File: config.mk
export PLATFORM = sky130hd
export DESIGN_NAME = tfac_ctrl
export DESIGN_NICKNAME = d
export VERILOG_FILES = /design/src/hdl/tfac_pkg.sv /design/src/hdl/tfac_hold_if.sv /design/src/hdl/tfac_ctrl.sv /design/src/hdl/tfac_hold_buf.sv /design/src/hdl/tfac_prog_timer.sv
export SDC_FILE = /design/constraint.sdc
export NUM_CORES = 1
export LEC_CHECK = 0
export BUFFER_PORTS_ARGS = -buffer_cell sky130_fd_sc_hd__buf_2
export CORE_UTILIZATION = 55
export DETAILED_ROUTE_END_ITERATION = 16
export GPL_TIMING_DRIVEN = 0
export PLACE_DENSITY = 0.73
export SLEW_MARGIN = 15
export SYNTH_ARGS = -nofsm -noshare
export SYNTH_HDL_FRONTEND = slang
export SYNTH_SLANG_ARGS = --single-unit
File: constraint.sdc
create_clock -name sys_clk_in -period 3.2 [get_ports sys_clk_in]
set_clock_uncertainty 0.2 [all_clocks]
set_input_delay 0.16 -clock sys_clk_in [delete_from_list [all_inputs] [get_ports sys_clk_in]]
set_output_delay 0.16 -clock sys_clk_in [all_outputs]
set_load 0.05 [all_outputs]
File: src/hdl/tfac_pkg.sv
// Shared constants and types of the table access and nonvolatile control block
package tfac_pkg;

	// ==========================================================
	// Register port and map
	localparam int        REG_AW          = 3;
	localparam int        DW              = 8;
	localparam logic [2:0] OFS_CONTROL    = 3'h0;
	localparam logic [2:0] OFS_UNLOCK     = 3'h1;
	localparam logic [2:0] OFS_LATCH      = 3'h2;
	localparam logic [2:0] OFS_PTR_LOW    = 3'h3;
	localparam logic [2:0] OFS_PTR_HIGH   = 3'h4;
	localparam logic [2:0] OFS_PTR_UPPER  = 3'h5;
	localparam logic [2:0] OFS_FLAG7      = 3'h6;

	// ==========================================================
	// Field positions of the nonvolatile control register and of the done flag register
	localparam int        CB_REGION_HI    = 7;
	localparam int        CB_REGION_LO    = 6;
	localparam int        CB_ERASE_SEL    = 4;
	localparam int        CB_FAULT        = 3;
	localparam int        CB_PERMIT       = 2;
	localparam int        CB_START        = 1;
	localparam int        FB_DONE         = 0;

	// ==========================================================
	// Reset values and unlock keys
	localparam logic [7:0] RST_BYTE       = 8'h00;
	localparam logic [7:0] ERASED_BYTE    = 8'hFF;
	localparam logic [7:0] UNLOCK_KEY_A   = 8'h55;
	localparam logic [7:0] UNLOCK_KEY_B   = 8'hAA;

	// ==========================================================
	// Table pointer
	localparam int        PTR_W           = 22;
	localparam int        PTR_LOW_W       = 21;
	localparam int        PTR_CFG_BIT     = 21;
	localparam int        UPPER_W         = PTR_W - 16;

	// ==========================================================
	// Timing of the internal programming timer
	localparam int        CLK_PERIOD_NS   = 10;
	localparam int        PROG_TIME_NS    = 2000;
	localparam int        PROG_CYCLES     = (PROG_TIME_NS + CLK_PERIOD_NS - 1) / CLK_PERIOD_NS;

	// ==========================================================
	// Enumerations
	typedef enum logic [1:0] {
		RGN_EEPROM = 2'b00,
		RGN_CFG    = 2'b01,
		RGN_FLASH  = 2'b10,
		RGN_CFG_B  = 2'b11
	} tfac_region_e;

	typedef enum logic [1:0] {
		SP_EEPROM = 2'b00,
		SP_FLASH  = 2'b01,
		SP_CFG    = 2'b10,
		SP_NONE   = 2'b11
	} tfac_space_e;

	typedef enum logic [1:0] {
		PM_NONE     = 2'b00,
		PM_POST_INC = 2'b01,
		PM_POST_DEC = 2'b10,
		PM_PRE_INC  = 2'b11
	} tfac_ptr_mode_e;

	typedef enum logic [1:0] {
		ST_IDLE = 2'b00,
		ST_COPY = 2'b01,
		ST_FIRE = 2'b10,
		ST_WAIT = 2'b11
	} tfac_state_e;

endpackage

File: src/hdl/tfac_hold_if.sv
// Interface between the controller and the flash holding register block
`timescale 1ns/1ps
interface tfac_hold_if #(parameter int IDX_W = 5);
	logic             wr;     // Store one byte
	logic [IDX_W-1:0] widx;   // Store index
	logic [7:0]       wdata;  // Store byte
	logic [IDX_W-1:0] ridx;   // Read index
	logic [7:0]       rdata;  // Read byte
	modport ctrl  (output wr, widx, wdata, ridx, input rdata);
	modport store (input wr, widx, wdata, ridx, output rdata);
endinterface

File: src/hdl/tfac_ctrl.sv
// Table access and nonvolatile memory control unit
`timescale 1ns/1ps
module tfac_ctrl
	import tfac_pkg::*;
#(
	parameter int HOLD_BYTES = 32                       // 8, 16 or 32
) (
	input  wire logic               sys_clk_in,         // System clock
	input  wire logic               rst_in,             // Synchronous reset
	input  wire logic [REG_AW-1:0]  reg_addr_in,        // Register address
	input  wire logic [DW-1:0]      reg_wdata_in,       // Register write data
	input  wire logic               reg_wr_in,          // Register write strobe
	input  wire logic               reg_rd_in,          // Register read strobe
	output logic      [DW-1:0]      reg_rdata_out,      // Read data, next cycle
	input  wire logic               op_valid_in,        // Table op request
	input  wire logic               op_store_in,        // 1 store, 0 read
	input  wire logic [1:0]         op_mode_in,         // Pointer update mode
	output logic                    op_busy_out,        // Table ops ignored
	output logic                    mem_rd_out,         // Array read pulse
	output logic                    mem_wr_out,         // Array byte load pulse
	output logic                    mem_erase_out,      // Array erase pulse
	output logic                    mem_prog_out,       // Array program pulse
	output logic      [1:0]         mem_space_out,      // Array space
	output logic      [PTR_W-1:0]   mem_addr_out,       // Array byte address
	output logic      [DW-1:0]      mem_wdata_out,      // Array write byte
	input  wire logic [DW-1:0]      mem_rdata_in,       // Array read byte
	input  wire logic               mem_fault_in,       // Array reports failure
	output logic                    done_flag_out,      // Memory done flag
	output logic                    write_active_out    // Write start bit
);
	localparam int IDX_W = $clog2(HOLD_BYTES);

	// ==========================================================
	// Pointer arithmetic on the low 21 bits only
	function automatic logic [PTR_W-1:0] ptr_add(input logic [PTR_W-1:0] p,
		input logic dec);
		logic [PTR_LOW_W-1:0] lo;
		lo = dec ? (p[PTR_LOW_W-1:0] - PTR_LOW_W'(1)) : (p[PTR_LOW_W-1:0] + PTR_LOW_W'(1));
		return {p[PTR_CFG_BIT], lo};
	endfunction

	function automatic tfac_space_e region_space(input logic [1:0] r);
		if (r[0]) begin
			return SP_CFG;
		end else if (r[1]) begin
			return SP_FLASH;
		end else begin
			return SP_EEPROM;
		end
	endfunction

	// ==========================================================
	// State
	tfac_state_e        state_r, state_nxt;
	logic [1:0]         region_r, region_nxt;
	logic               erase_sel_r, erase_sel_nxt;
	logic               permit_r, permit_nxt;
	logic               start_r, start_nxt;
	logic               fault_r, fault_nxt;
	logic               done_r, done_nxt;
	logic [1:0]         unlock_r, unlock_nxt;
	logic [DW-1:0]      latch_r, latch_nxt;
	logic [PTR_W-1:0]   ptr_r, ptr_nxt;
	logic               rd_pend_r, rd_pend_nxt;
	logic               do_erase_r, do_erase_nxt;
	logic               is_ee_r, is_ee_nxt;
	logic [IDX_W-1:0]   idx_r, idx_nxt;
	logic               tmr_start_r, tmr_start_nxt;
	logic [DW-1:0]      rdata_nxt;
	logic               busy_nxt;
	logic               mrd_nxt, mwr_nxt, mer_nxt, mpg_nxt;
	logic [1:0]         msp_nxt;
	logic [PTR_W-1:0]   maddr_nxt;
	logic [DW-1:0]      mwd_nxt;
	logic               tmr_expired;
	logic [PTR_W-1:0]   op_addr;
	logic               ctl_wr, launch;

	tfac_hold_if #(.IDX_W(IDX_W)) hif ();

	// ==========================================================
	// Holding register block and programming timer
	tfac_hold_buf #(
		.DEPTH (HOLD_BYTES),
		.IDX_W (IDX_W)
	) u_hold (
		.clk_in (sys_clk_in),
		.rst_in (rst_in),
		.hif    (hif.store)
	);

	tfac_prog_timer #(
		.CYCLES (PROG_CYCLES)
	) u_timer (
		.clk_in      (sys_clk_in),
		.rst_in      (rst_in),
		.start_in    (tmr_start_r),
		.expired_out (tmr_expired)
	);

	// Pre-increment addresses the next byte before the access
	assign op_addr = (op_mode_in == PM_PRE_INC) ? ptr_add(ptr_r, 1'b0) : ptr_r;
	assign ctl_wr  = reg_wr_in && (reg_addr_in == OFS_CONTROL);
	// A start is honoured only after both keys and with permit granted
	assign launch  = ctl_wr && reg_wdata_in[CB_START] && !start_r
		&& (unlock_r == 2'd2) && reg_wdata_in[CB_PERMIT];

	// ==========================================================
	// Next-state logic of the whole controller
	always_comb begin
		state_nxt     = state_r;
		region_nxt    = region_r;
		erase_sel_nxt = erase_sel_r;
		permit_nxt    = permit_r;
		start_nxt     = start_r;
		fault_nxt     = fault_r;
		done_nxt      = done_r;
		unlock_nxt    = unlock_r;
		latch_nxt     = latch_r;
		ptr_nxt       = ptr_r;
		rd_pend_nxt   = 1'b0;
		do_erase_nxt  = do_erase_r;
		is_ee_nxt     = is_ee_r;
		idx_nxt       = idx_r;
		tmr_start_nxt = 1'b0;
		rdata_nxt     = RST_BYTE;
		mrd_nxt       = 1'b0;
		mwr_nxt       = 1'b0;
		mer_nxt       = 1'b0;
		mpg_nxt       = 1'b0;
		msp_nxt       = mem_space_out;
		maddr_nxt     = mem_addr_out;
		mwd_nxt       = mem_wdata_out;
		hif.wr        = 1'b0;
		hif.widx      = op_addr[IDX_W-1:0];
		hif.wdata     = latch_r;
		hif.ridx      = idx_r;

		// Register reads answer one cycle later; unmapped reads give zero
		if (reg_rd_in) begin
			unique case (reg_addr_in)
				OFS_CONTROL: begin
					rdata_nxt[CB_REGION_HI:CB_REGION_LO] = region_r;
					rdata_nxt[CB_ERASE_SEL] = erase_sel_r;
					rdata_nxt[CB_FAULT]     = fault_r;
					rdata_nxt[CB_PERMIT]    = permit_r;
					rdata_nxt[CB_START]     = start_r;
				end
				OFS_UNLOCK:    rdata_nxt = RST_BYTE;
				OFS_LATCH:     rdata_nxt = latch_r;
				OFS_PTR_LOW:   rdata_nxt = ptr_r[7:0];
				OFS_PTR_HIGH:  rdata_nxt = ptr_r[15:8];
				OFS_PTR_UPPER: rdata_nxt = DW'(ptr_r[PTR_W-1:16]);
				OFS_FLAG7:     rdata_nxt[FB_DONE] = done_r;
				default:       rdata_nxt = RST_BYTE;
			endcase
		end

		// Register writes; any write other than a key breaks the sequence
		if (reg_wr_in) begin
			unlock_nxt = 2'd0;
			unique case (reg_addr_in)
				OFS_CONTROL: begin
					permit_nxt = reg_wdata_in[CB_PERMIT];
					// Target and mode stay frozen while a write runs
					if (!start_r) begin
						region_nxt    = reg_wdata_in[CB_REGION_HI:CB_REGION_LO];
						erase_sel_nxt = reg_wdata_in[CB_ERASE_SEL];
					end
				end
				OFS_UNLOCK: begin
					// Keys land in the sequencer only, nothing is stored
					if (reg_wdata_in == UNLOCK_KEY_A) begin
						unlock_nxt = 2'd1;
					end else if (reg_wdata_in == UNLOCK_KEY_B && unlock_r == 2'd1) begin
						unlock_nxt = 2'd2;
					end
				end
				OFS_LATCH:     latch_nxt = reg_wdata_in;
				OFS_PTR_LOW:   ptr_nxt[7:0] = reg_wdata_in;
				OFS_PTR_HIGH:  ptr_nxt[15:8] = reg_wdata_in;
				OFS_PTR_UPPER: ptr_nxt[PTR_W-1:16] = reg_wdata_in[UPPER_W-1:0];
				OFS_FLAG7: begin
					if (!reg_wdata_in[FB_DONE]) begin
						done_nxt = 1'b0;
					end
				end
				default: ;
			endcase
		end

		// Launch a write; writing zero to start does nothing
		if (launch) begin
			start_nxt    = 1'b1;
			fault_nxt    = 1'b1;
			// The control write that sets start also picks target and mode
			is_ee_nxt    = (region_space(region_nxt) == SP_EEPROM);
			do_erase_nxt = erase_sel_nxt && !is_ee_nxt;
			msp_nxt      = region_space(region_nxt);
			idx_nxt      = '0;
			if (is_ee_nxt) begin
				// EEPROM: one byte, then a combined erase and write
				mwr_nxt   = 1'b1;
				maddr_nxt = ptr_r;
				mwd_nxt   = latch_r;
				state_nxt = ST_FIRE;
			end else if (do_erase_nxt) begin
				state_nxt = ST_FIRE;
			end else begin
				state_nxt = ST_COPY;
			end
		end

		// Table ops are ignored while a write runs or a read is in flight
		if (op_valid_in && !start_r && !rd_pend_r) begin
			if (op_store_in) begin
				hif.wr = 1'b1;
			end else begin
				mrd_nxt     = 1'b1;
				maddr_nxt   = op_addr;
				msp_nxt     = op_addr[PTR_CFG_BIT] ? SP_CFG : SP_FLASH;
				rd_pend_nxt = 1'b1;
			end
			unique case (tfac_ptr_mode_e'(op_mode_in))
				PM_NONE:     ptr_nxt = ptr_r;
				PM_POST_INC: ptr_nxt = ptr_add(ptr_r, 1'b0);
				PM_POST_DEC: ptr_nxt = ptr_add(ptr_r, 1'b1);
				PM_PRE_INC:  ptr_nxt = op_addr;
			endcase
		end

		// Read byte is taken in the same cycle as the array read pulse
		if (rd_pend_r) begin
			latch_nxt = mem_rdata_in;
		end

		// Write sequencer
		unique case (state_r)
			ST_IDLE: ;
			ST_COPY: begin
				// Stream the whole block to the aligned block address
				mwr_nxt   = 1'b1;
				mwd_nxt   = hif.rdata;
				maddr_nxt = {ptr_r[PTR_W-1:IDX_W], idx_r};
				idx_nxt   = idx_r + IDX_W'(1);
				if (idx_r == IDX_W'(HOLD_BYTES - 1)) begin
					state_nxt = ST_FIRE;
				end
			end
			ST_FIRE: begin
				if (do_erase_r && !is_ee_r) begin
					mer_nxt   = 1'b1;
					maddr_nxt = {ptr_r[PTR_W-1:IDX_W], IDX_W'(0)};
				end else begin
					mpg_nxt = 1'b1;
				end
				tmr_start_nxt = 1'b1;
				state_nxt     = ST_WAIT;
			end
			ST_WAIT: begin
				if (tmr_expired) begin
					start_nxt = 1'b0;
					done_nxt  = 1'b1;
					// Fault stays set when the array reports a failure
					if (!mem_fault_in) begin
						fault_nxt = 1'b0;
					end
					state_nxt = ST_IDLE;
				end
			end
		endcase

		busy_nxt = start_nxt || rd_pend_nxt;
	end

	// ==========================================================
	// Registers of the controller; permit and all flags clear at reset
	always_ff @(posedge sys_clk_in) begin
		if (rst_in) begin
			state_r          <= ST_IDLE;
			region_r         <= RGN_EEPROM;
			erase_sel_r      <= 1'b0;
			permit_r         <= 1'b0;
			start_r          <= 1'b0;
			fault_r          <= 1'b0;
			done_r           <= 1'b0;
			unlock_r         <= 2'd0;
			latch_r          <= RST_BYTE;
			ptr_r            <= '0;
			rd_pend_r        <= 1'b0;
			do_erase_r       <= 1'b0;
			is_ee_r          <= 1'b0;
			idx_r            <= '0;
			tmr_start_r      <= 1'b0;
			reg_rdata_out    <= RST_BYTE;
			op_busy_out      <= 1'b0;
			mem_rd_out       <= 1'b0;
			mem_wr_out       <= 1'b0;
			mem_erase_out    <= 1'b0;
			mem_prog_out     <= 1'b0;
			mem_space_out    <= SP_NONE;
			mem_addr_out     <= '0;
			mem_wdata_out    <= RST_BYTE;
			done_flag_out    <= 1'b0;
			write_active_out <= 1'b0;
		end else begin
			state_r          <= state_nxt;
			region_r         <= region_nxt;
			erase_sel_r      <= erase_sel_nxt;
			permit_r         <= permit_nxt;
			start_r          <= start_nxt;
			fault_r          <= fault_nxt;
			done_r           <= done_nxt;
			unlock_r         <= unlock_nxt;
			latch_r          <= latch_nxt;
			ptr_r            <= ptr_nxt;
			rd_pend_r        <= rd_pend_nxt;
			do_erase_r       <= do_erase_nxt;
			is_ee_r          <= is_ee_nxt;
			idx_r            <= idx_nxt;
			tmr_start_r      <= tmr_start_nxt;
			reg_rdata_out    <= rdata_nxt;
			op_busy_out      <= busy_nxt;
			mem_rd_out       <= mrd_nxt;
			mem_wr_out       <= mwr_nxt;
			mem_erase_out    <= mer_nxt;
			mem_prog_out     <= mpg_nxt;
			mem_space_out    <= msp_nxt;
			mem_addr_out     <= maddr_nxt;
			mem_wdata_out    <= mwd_nxt;
			done_flag_out    <= done_nxt;
			write_active_out <= start_nxt;
		end
	end
endmodule

File: src/hdl/tfac_hold_buf.sv
// Flash holding register block, one flop byte per write block position
`timescale 1ns/1ps
module tfac_hold_buf
	import tfac_pkg::*;
#(
	parameter int DEPTH = 32,
	parameter int IDX_W = 5
) (
	input  wire logic   clk_in,  // System clock
	input  wire logic   rst_in,  // Synchronous reset
	tfac_hold_if.store  hif      // Controller side
);
	logic [7:0] mem_r   [DEPTH];
	logic [7:0] mem_nxt [DEPTH];

	// ==========================================================
	// Next contents: one byte may change per cycle
	always_comb begin
		mem_nxt = mem_r;
		if (hif.wr) begin
			mem_nxt[hif.widx] = hif.wdata;
		end
	end

	// Reset to the erased pattern so an unwritten slot programs nothing
	always_ff @(posedge clk_in) begin
		if (rst_in) begin
			for (int i = 0; i < DEPTH; i++) begin
				mem_r[i] <= ERASED_BYTE;
			end
		end else begin
			mem_r <= mem_nxt;
		end
	end

	assign hif.rdata = mem_r[hif.ridx];
endmodule

File: src/hdl/tfac_prog_timer.sv
// Internal programming timer: one pulse a fixed count after a start pulse
`timescale 1ns/1ps
module tfac_prog_timer
	import tfac_pkg::*;
#(
	parameter int CYCLES = PROG_CYCLES
) (
	input  wire logic clk_in,      // System clock
	input  wire logic rst_in,      // Synchronous reset
	input  wire logic start_in,    // Start pulse
	output logic      expired_out  // One-cycle expiry pulse
);
	localparam int CW = $clog2(CYCLES + 1);
	logic [CW-1:0] cnt_r;
	logic [CW-1:0] cnt_nxt;
	logic          exp_nxt;

	// ==========================================================
	// Count down; a restart while running reloads the full time
	always_comb begin
		cnt_nxt = cnt_r;
		exp_nxt = 1'b0;
		if (start_in) begin
			cnt_nxt = CW'(CYCLES);
		end else if (cnt_r != '0) begin
			cnt_nxt = cnt_r - CW'(1);
			exp_nxt = (cnt_r == CW'(1));
		end
	end

	always_ff @(posedge clk_in) begin
		if (rst_in) begin
			cnt_r       <= '0;
			expired_out <= 1'b0;
		end else begin
			cnt_r       <= cnt_nxt;
			expired_out <= exp_nxt;
		end
	end
endmodule

* Word level (Yosys, flattened, before mapping)
Index checks and enable logic that the tools add are counted.
Storage, ports and cells: flip-flop bits (word level) 359
Cells by class: add/sub/neg operators 4, order comparisons 3, equal/unequal tests 21, multiplexer cells 77, bitwise operators 5, reductions and logical operators 40
Operator list (count):
- 256-bit bitwise mux | 1
- 22-bit 2-to-1 mux | 7
- 8-bit 2-to-1 mux | 13
- 22-bit case mux with 3 select lines | 1
- 22-bit case mux with 2 select lines | 1
- 8-bit binary-select mux with 5-bit select | 1
- 8-bit demux with 5-bit select | 1
- 2-bit 2-to-1 mux | 17
- 1-bit 2-to-1 mux | 26
- 21-bit by 1-bit adder with 21-bit output, second input constant | 1
- 21-bit 2-to-1 mux | 1
- 21-bit by 1-bit subtractor with 21-bit output, second input constant | 1
- 4-bit case mux with 5 select lines | 1
- 2-bit nonzero test | 9
- 6-bit greater-or-equal comparator, second input constant | 2
- 5-bit inverter with 6-bit output | 2
- 1-bit logical AND | 11
- 2-bit equality test, second input constant | 5
- 5-bit 2-to-1 mux | 2
- 3-bit equality test, second input constant | 3
- 3-bit AND reduction | 3
- 8-bit by 1-bit equality test with 1-bit output, second input constant | 1
- 8-bit by 7-bit equality test with 1-bit output, second input constant | 1
- 8-bit equality test, second input constant | 1
- other kinds (23) | 38

* Logic depth before layout (Yosys ltp)
Gate-level depths: netlist of the first run.
depth after elaboration 15, gate-level depth with buffers 10

* Modules after synthesis
A second synthesis of the first run with hierarchy kept.
Second synthesis, totals: cells, all modules 1846, area, all modules 17936.0 µm²
By module, submodules not included:
- tfac_hold_buf | instances 1, cells an instance 1030, area each 11622.4 µm², seq. area each 5124.9 µm²
- tfac_ctrl | instances 1, cells an instance 762, area each 5795.6 µm², seq. area each 1881.8 µm²
- tfac_prog_timer | instances 1, cells an instance 54, area each 518.0 µm², seq. area each 180.2 µm²

* Worst setup path after synthesis of the first run
OpenSTA, ideal clock, no wires.
path type flip-flop to flip-flop, start point reg ptr_r[0], end point reg u_hold.mem_r[30] (netlist bit), library setup time 70 ps, arrival 2786 ps, required time 2930 ps, path slack 144 ps, cell stages (with the launch flop) 11, buffers on the path 3, period minus slack after synthesis 3056 ps, cell sequence dfxtp_1 -> clkbuf_1 -> clkbuf_1 -> inv_1 -> ha_1 -> and4b_1 -> o211ai_1 -> a211oi_1 -> clkbuf_1 -> nor3_1 -> a21oi_1
On the way: cells in the longest elaborated chain, start to end 8, elaborated cells between the ends (all ways) 9
RTL lines:
- start, declared | RTL line tfac_ctrl.sv:63 | logic [PTR_W-1:0] ptr_r, ptr_nxt;
- start signal, assigned | RTL line tfac_ctrl.sv:316 | ptr_r <= ptr_nxt;
- 21-bit by 1-bit adder with 21-bit output
- 21-bit 2-to-1 mux (*) | RTL line tfac_ctrl.sv:102 | assign op_addr = (op_mode_in == PM_PRE_INC) ? ptr_add(ptr_r, 1'b0) : ptr_r;
- 5-bit inverter with 6-bit output (implied by the code) (*) | RTL line tfac_hold_buf.sv:21 | mem_nxt[hif.widx] = hif.wdata;
- 6-bit greater-or-equal comparator (implied by the code) / 6-bit by 1-bit less-than comparator with 1-bit output (equally long branches) | RTL line tfac_hold_buf.sv:21
- 1-bit logical AND (implied by the code) | RTL line tfac_hold_buf.sv:21
- 8-bit 2-to-1 mux (implied by the code) | RTL line tfac_hold_buf.sv:21
- 8-bit demux with 5-bit select (*) | RTL line tfac_hold_buf.sv:21
- 256-bit bitwise mux (*) | RTL line tfac_hold_buf.sv:21
- end signal, assigned | RTL line tfac_hold_buf.sv:32 | mem_r <= mem_nxt;
- end, declared | RTL line tfac_hold_buf.sv:13 | logic [7:0] mem_r [DEPTH];
Mark *: on every way between the ends. The rest lies on a longest branch, timed or not. A chain may end at the register's enable or synchronous reset.

* Worst setup path in the final report of the first run
start point reg idx_r[1] (netlist: hif.ridx[1]), end point reg mem_wdata_out[0]
On the way: cells in the longest elaborated chain, start to end 5
RTL lines:
- start, declared | RTL line tfac_ctrl.sv:67 | logic [IDX_W-1:0] idx_r, idx_nxt;
- start signal, assigned | RTL line tfac_ctrl.sv:320 | idx_r <= idx_nxt;
- 5-bit inverter with 6-bit output (implied by the code) | RTL line tfac_hold_buf.sv:36 | assign hif.rdata = mem_r[hif.ridx];
- 8-bit binary-select mux with 5-bit select | RTL line tfac_hold_buf.sv:36
- 8-bit 2-to-1 mux (implied by the code) (2 in series) | RTL line tfac_hold_buf.sv:36
- 8-bit 2-to-1 mux | RTL line tfac_ctrl.sv:238 | unique case (state_r)
- end signal, assigned | RTL line tfac_ctrl.sv:330 | mem_wdata_out <= mwd_nxt;
- end, declared | RTL line tfac_ctrl.sv:25 | output logic [DW-1:0] mem_wdata_out,
Every way passes these cells. The select of a mux whose other input is x is not followed.

==> results of run 1 <==
worst max-delay path: stages (launching register included):
cell	delay (ns)
dfxtp_1	0.42
buf_1	0.78
mux4_2	0.61
o221ai_1	0.50
a21oi_1	0.14
a2bb2oi_1	0.36
nor2_1	0.08
timing repair:
action | CTS | global route
buffers inserted | 3 | 6
setup endpoints to repair | 274 | 140
cloned | 0 | 0
hold buffers | 29 | 0
endpoints found under the hold margin | 35 | 0
pin swaps | 4 | 4
gates resized for setup | 58 | 15
state kept, by name, summed over array words and instances, names as in the netlist, 5 cells and up:
name / cells
u_timer.cnt_r: 8
mem_wdata_out: 8
reg_rdata_out: 8
mem_addr_out: 22
u_hold.mem_r: 256
ptr_r: 22
hif.ridx: 5
hif.wdata: 8
cell families after synthesis:
family / after synthesis / share of synthesized area, %
mux: 300 / 21.0
compound gates: 409 / 15.2
fa+ha+maj: 10 / 0.693
xor+xnor: 6 / 0.291
flops: 359 / 39.8
simple gates: 675 / 17.7
buf+inv: 247 / 5.32
final timing paths:
| kind | end | slack, ns | depth (start not counted) |
|---|---|---|---|
| worst max-delay path | mem_wdata_out[0]$_SDFFE_PP0P_ | -0.006 | 6 |
| worst min-delay path | reg_rdata_out[7]$_SDFF_PP0_ | 0.10 | 4 |
| worst max register to register | mem_wdata_out[0]$_SDFFE_PP0P_ | -0.006 | 6 |
| worst min register to register | u_hold.mem_r[202]$_SDFFE_PP1P_ | 0.26 | 1 |
layer usage:
metal / vias up / share of wire (%)
li1: 7597 / -
met1: 8438 / 36
met2: 1181 / 45
met3: 361 / 10
met4: 0 / 8.7
met5: - / 0
metrics by stage:
stage	TNS, ns	hold slack, ns
after floorplan	0	0.0960
final	-0.00604	0.104
after global routing	0	0.153
after CTS	0	0.0876
after detailed placement	-197.42	0.211
after global placement	-201.71	0.209
layout make-up:
class                   instances  area [um^2]
inverters                      57          218
multi-input cells            1400        10100
fillers                      2651        11100
flip-flops and latches        359         7190
clock inverters                10          173
clock buffers                  59         1120
plain buffers                 187          791
repair buffers                107          706
diodes                          1         2.50
well taps                     435          544
report_power, final:
group | switching (uW) | internal [uW] | leakage [uW] | total, uW
clock network | 1910 | 2750 | 0.000632 | 4660
logic | 947 | 449 | 0.00465 | 1400
registers | 110 | 4590 | 0.00291 | 4700
total | 2970 | 7780 | 0.00820 | 10800
Yosys cell counts (all sizes together), types with 5 or more instances:
cell,n,area share [%]
and3,31,1.1
mux2i,217,12
ha,10,0.69
nor4,14,0.57
mux4,61,7.6
a221oi,13,0.63
o22ai,15,0.52
o221ai,11,0.53
a41oi,7,0.38
or4,9,0.42
nand4,19,0.66
a311oi,5,0.24
nor2b,9,0.31
inv,56,1.2
o31ai,10,0.42
a21o,5,0.21
or3,14,0.49
nor2,278,5.8
nor3,53,1.5
xnor2,6,0.29
nand2b,15,0.52
a31oi,53,1.8
buf,33,0.87
mux2,22,1.4
dfxtp,359,40
a21oi,85,2.4
a2111oi,7,0.38
nand3b,8,0.33
clkbuf,157,3.3
o21ai,87,2.4
a211o,26,1.3
a21boi,6,0.25
nand2,126,2.6
nand3,53,1.5
a2bb2oi,8,0.39
a22oi,15,0.62
a211oi,17,0.76
o211ai,8,0.33
and2,19,0.66
==> summary.txt, run 1 <==
Die
  • Die footprint: 0.0336 mm^2
  • Core Area: 0.0320 mm^2
  • DIE WIDTH: 183 um
  • Die height: 183 um
  • Site row count: 65
  • Num ports: 75
  • Starting density of the core: 56.5%

Synthesis
  • Post-synth ARST share: 0%
  • EDFF count, synth: 0
  • Most used DFF post-synth: dfxtp_1
  • Synth Cell Area: 0.0181 mm^2
  • Yosys cell types: 84
  • #FFs+latches synth: 359
  • Syn Inst Count: 2006
  • Register area share after synthesis: 39.8%
  • Mapped Avg Cell Area: 9.00 um^2
  • Yosys warns: 0
  • Syn nets: 2044

GRT
  • Met1 GRT Util: 48.8%
  • Met3 Track Usage GR: 8.78%
  • GRT Total Usage: 41.4%
  • Vias in the first global route: 16700
  • GR Util met2: 66.6%
  • Global routing's busiest layer: met2
  • Initial antenna violation count: 1
  • Remaining Overflow, GRT: 0
  • Largest net degree at the start of global routing: 20
  • First-pass GRT wire length: 103 mm

Setup path
  • CP max FO: 10
  • Type of origin of the critical path: flip-flop
  • Critical path origin: hif.ridx[1]$_SDFFE_PP0P_
  • Setup CP Type: flip-flop to flip-flop
  • Required time worst endpoint: 3.43 ns
  • FF-to-FF Start: hif.ridx[1]$_SDFFE_PP0P_
  • Critical path capture point type: flip-flop
  • WP data arrival: 3.44 ns

Clock network
  • CTS Buf Count: 39
  • CTS tree: yes
  • Worst-skew pair later-pin latency: 0.55 ns
  • CTS Sinks: 359
  • Clk pin slew, worst setup/hold paths: 0.06 ns
  • Maximum clock path buffer count: 3
  • H-tree depth: 2
  • Root Buffer: clkbuf_16

Place
  • Hpwl dp: 50.5 mm
  • Post-Place Setup Slack: -1.18 ns
  • DP Area: 0.0190 mm^2
  • Placed cells: 2510
  • GPL Wtd Cong: 1.01
  • PortBufs: 68

Drt
  • 1st-iter DRT viols: 2110
  • DRC viols: 0
  • Remaining antenna violation count: 0
  • Avg WL per Cell: 26.9 um
  • Vias after detailed routing: 17600
  • Drt first pass iters: 8
  • Vias per cell: 6.72
  • Post-Route WL: 70.3 mm

STA
  • Final Critical Period: 3.21 ns
  • RSZ-0062 raised after global routing: no
  • Worst-margin pin slew: 1.09 ns
  • Rel. slew slack: 27.3%
  • Period utilisation layout: 100%
  • Endpoints failing hold: 0
  • Final Slew Violations: 0
  • F_max: 0.312 GHz
  • Setup ws final: -0.00604 ns
  • Setup violators final: 1

Power
  • Pwr/cell area: 516 mW/mm^2
  • VDD IR max: 0.000513 V
  • Leakage: 0.00820 uW
  • Tot Pwr: 10800 uW

Cells and area
  • Most frequent cells in the layout: dfxtp_1 (359), nor2_1 (276), mux2i_1 (217)
  • Most common cell after layout, fill and taps aside: dfxtp_1
  • Fin nets: 2189
  • Layout cells sized above 1: 14.1%
  • Cell area after layout: 0.0208 mm^2
  • Final Non-Filler Cells: 2615
  • P&R area growth vs syn: 15.4%
  • Fin util: 65.2%

Worst hold path
  • HP Class: primary input to flip-flop
  • Hold path start: reg_addr_in[1]

Job
  • Max Cap Viol: 0

Run status
  • Failing checks: setup timing
  • Outcome: finished, violations left
(Power assumes the default switching activity.)
==> run 2: changes to the inputs <==
- BUFFER_PORTS_ARGS: -buffer_cell sky130_fd_sc_hd__buf_2 -> -buffer_cell sky130_fd_sc_hd__clkbuf_2
- PLACE_DENSITY: 0.73 -> 0.86
==> run 2 against run 1 <==
The run still ends with setup timing left. Cell area is essentially flat. Sequential share of layout area is essentially flat. First-iteration DRC count grew 22%. Fmax shrank 1.9%. Hold slack gained 0.0062 ns. Routed wire length grew 1.7%. Worst setup slack lost 0.063 ns. Critical endpoint is now mem_wdata_out[4]$_SDFFE_PP0P_.
==> summary.txt, run 2 (same netlist as run 1, synthesis figures left out) <==
Drt
  • Post-Route WL: 71.5 mm
  • Vias after detailed routing: 18100
  • Remaining antenna violation count: 0
  • Avg WL per Cell: 27.4 um
  • Vias per cell: 6.93
  • 1st-iter DRT viols: 2575
  • Drt first pass iters: 8
  • DRC viols: 0

STA
  • Setup ws final: -0.0695 ns
  • Final Critical Period: 3.27 ns
  • Final Slew Violations: 0
  • Worst-margin pin slew: 1.18 ns
  • Rel. slew slack: 20.8%
  • Period utilisation layout: 102%
  • Setup violators final: 2
  • Setup TNS: -0.101 ns
  • F_max: 0.306 GHz
  • Endpoints failing hold: 0

Place
  • GPL Wtd Cong: 1.06
  • Placed cells: 2510
  • PortBufs: 68
  • Hpwl dp: 49.5 mm

Cells and area
  • Fin nets: 2187
  • Fill count: 2493
  • Largest regs: u_hold.mem_r (256), mem_addr_out (22), ptr_r (22)
  • Most frequent cells in the layout: dfxtp_1 (359), nor2_1 (275), mux2i_1 (217)
  • Final Non-Filler Cells: 2612
  • Diode count: 0
  • Flip-flop count of the largest register after layout: 256
  • Most common cell after layout, fill and taps aside: dfxtp_1
  • Top reg by flops: u_hold.mem_r
  • Layout cells sized above 1: 14.6%
  • P&R area growth vs syn: 15.4%

Clock network
  • Root Buffer: clkbuf_16
  • Worst-skew pair later-pin latency: 0.56 ns
  • Clk pin slew, worst setup/hold paths: 0.06 ns
  • H-tree depth: 2
  • Maximum clock path buffer count: 3
  • CTS Buf Count: 39
  • CTS tree: yes
  • CTS Sinks: 359

GRT
  • Initial antenna violation count: 2
  • Largest net degree at the start of global routing: 20
  • Vias in the first global route: 17400
  • GRT Total Usage: 42.1%
  • First-pass GRT wire length: 105 mm
  • Remaining Overflow, GRT: 0

Die
  • Die height: 183 um
  • Die footprint: 0.0336 mm^2
  • Site row count: 65
  • Core Area: 0.0320 mm^2
  • DIE WIDTH: 183 um
  • Starting density of the core: 56.5%
  • Num ports: 75

Setup path
  • Buf+Inv Stages, Crit Path: 2
  • Required time worst endpoint: 3.41 ns
  • R2R depth: 7
  • Setup CP Type: flip-flop to flip-flop
  • Critical path's top delay family: buffers and inverters
  • Type of origin of the critical path: flip-flop
  • Critical path origin: hif.ridx[4]$_SDFFE_PP0P_
  • Critical Path Slowest Stage Cell: o21ai_0
  • Slowest Stage Delay on Critical Path: 0.62 ns
  • Critical path capture point type: flip-flop
  • Critical-path cell list: clkbuf_1 -> clkbuf_1 -> nor2_1 -> nand3_1 -> nand3_1 -> o21ai_0 -> a211oi_1
  • Reg-to-reg endpoint: mem_wdata_out[4]$_SDFFE_PP0P_
  • Worst reg2reg setup slack: -0.07 ns
  • WP data arrival: 3.48 ns
  • CP max FO: 10
  • FF-to-FF Start: hif.ridx[4]$_SDFFE_PP0P_

Job
  • Max Cap Viol: 0

Power
  • Leakage: 0.00818 uW
  • Pwr/cell area: 517 mW/mm^2
  • VDD IR max: 0.000516 V

Run status
  • Failing checks: setup timing
  • Outcome: finished, violations left

Worst hold path
  • HP Class: primary input to flip-flop
  • Hold path start: reg_addr_in[1]
  • Hold Path End: reg_rdata_out[7]$_SDFF_PP0_
  • Hold path cells: 4
==> run 2: layout make-up <==
| cell class | count | area (um^2) | share of cell area (%) |
|---|---|---|---|
| multi-input cells | 1400 | 10100 | 48.4 |
| flip-flops and latches | 359 | 7190 | 34.5 |
| clock buffers | 56 | 1140 | 5.47 |
| plain buffers | 187 | 798 | 3.83 |
| repair buffers | 105 | 693 | 3.33 |
| well taps | 435 | 544 | 2.61 |
| inverters | 57 | 214 | 1.03 |
| clock inverters | 13 | 170 | 0.816 |
==> run 2: worst min-delay path, stage by stage <==
cell and delay (ns):
clkbuf_1 0.17, nor2_1 0.27, a22oi_1 0.12, nor2_1 0.08
==> run 2: layer usage <==
layer | track usage (%) | vias to the layer above | wire (um)
li1 | - | 7572 | -
met2 | 63.4 | 1430 | 30800
met4 | 35.1 | 4 | 6630
met3 | 12.7 | 425 | 9240
met1 | 49.4 | 8674 | 24800
met5 | 0 | - | 24
==> run 2: power breakdown <==
group | switching (uW) | leakage (uW) | internal [uW] | total, uW
registers | 114 | 0.00291 | 4590 | 4700
logic | 964 | 0.00463 | 441 | 1410
clock network | 1950 | 0.000637 | 2730 | 4670
total | 3020 | 0.00818 | 7760 | 10800
==> run 2: how the worst max path moves through the flow <==
stage	depth (start not counted)	to	slack, ns
after detailed placement	9	u_hold.mem_r[183]$_SDFFE_PP1P_	-1.14
after global placement	9	u_hold.mem_r[164]$_SDFFE_PP1P_	-1.02
after CTS	10	u_hold.mem_r[95]$_SDFFE_PP1P_	0.002
final	7	mem_wdata_out[4]$_SDFFE_PP0P_	-0.07
after floorplan	10	u_hold.mem_r[30]$_SDFFE_PP1P_	0.14
after global routing	9	u_hold.mem_r[188]$_SDFFE_PP1P_	-0.06
==> run 2: through the flow <==
stage / total power (uW) / cell area (um^2) / setup WS (ns) / hold WS [ns] / utilization [%]
2_1_floorplan: 5630 / 18100 / 0.144 / 0.0960 / -
6_report: 10800 / 20800 / -0.0695 / 0.111 / 65.2
3_5_place_dp: 6070 / 19000 / -1.14 / 0.214 / 59.3
4_1_cts: 10600 / 20700 / 0.00222 / 0.0894 / 64.7
5_1_grt: 11000 / 20800 / -0.0579 / 0.186 / 65.2
3_3_place_gp: 6040 / 18900 / -1.02 / 0.227 / 59.3
==> run 2: timing repair <==
item | CTS | global route
gates cloned | 0 | 0
hold buffers | 26 | 0
hold endpoints to repair | 36 | 0
pin swaps | 2 | 6
buffers inserted | 1 | 9
resized for setup | 49 | 30
setup endpoints to repair | 264 | 218
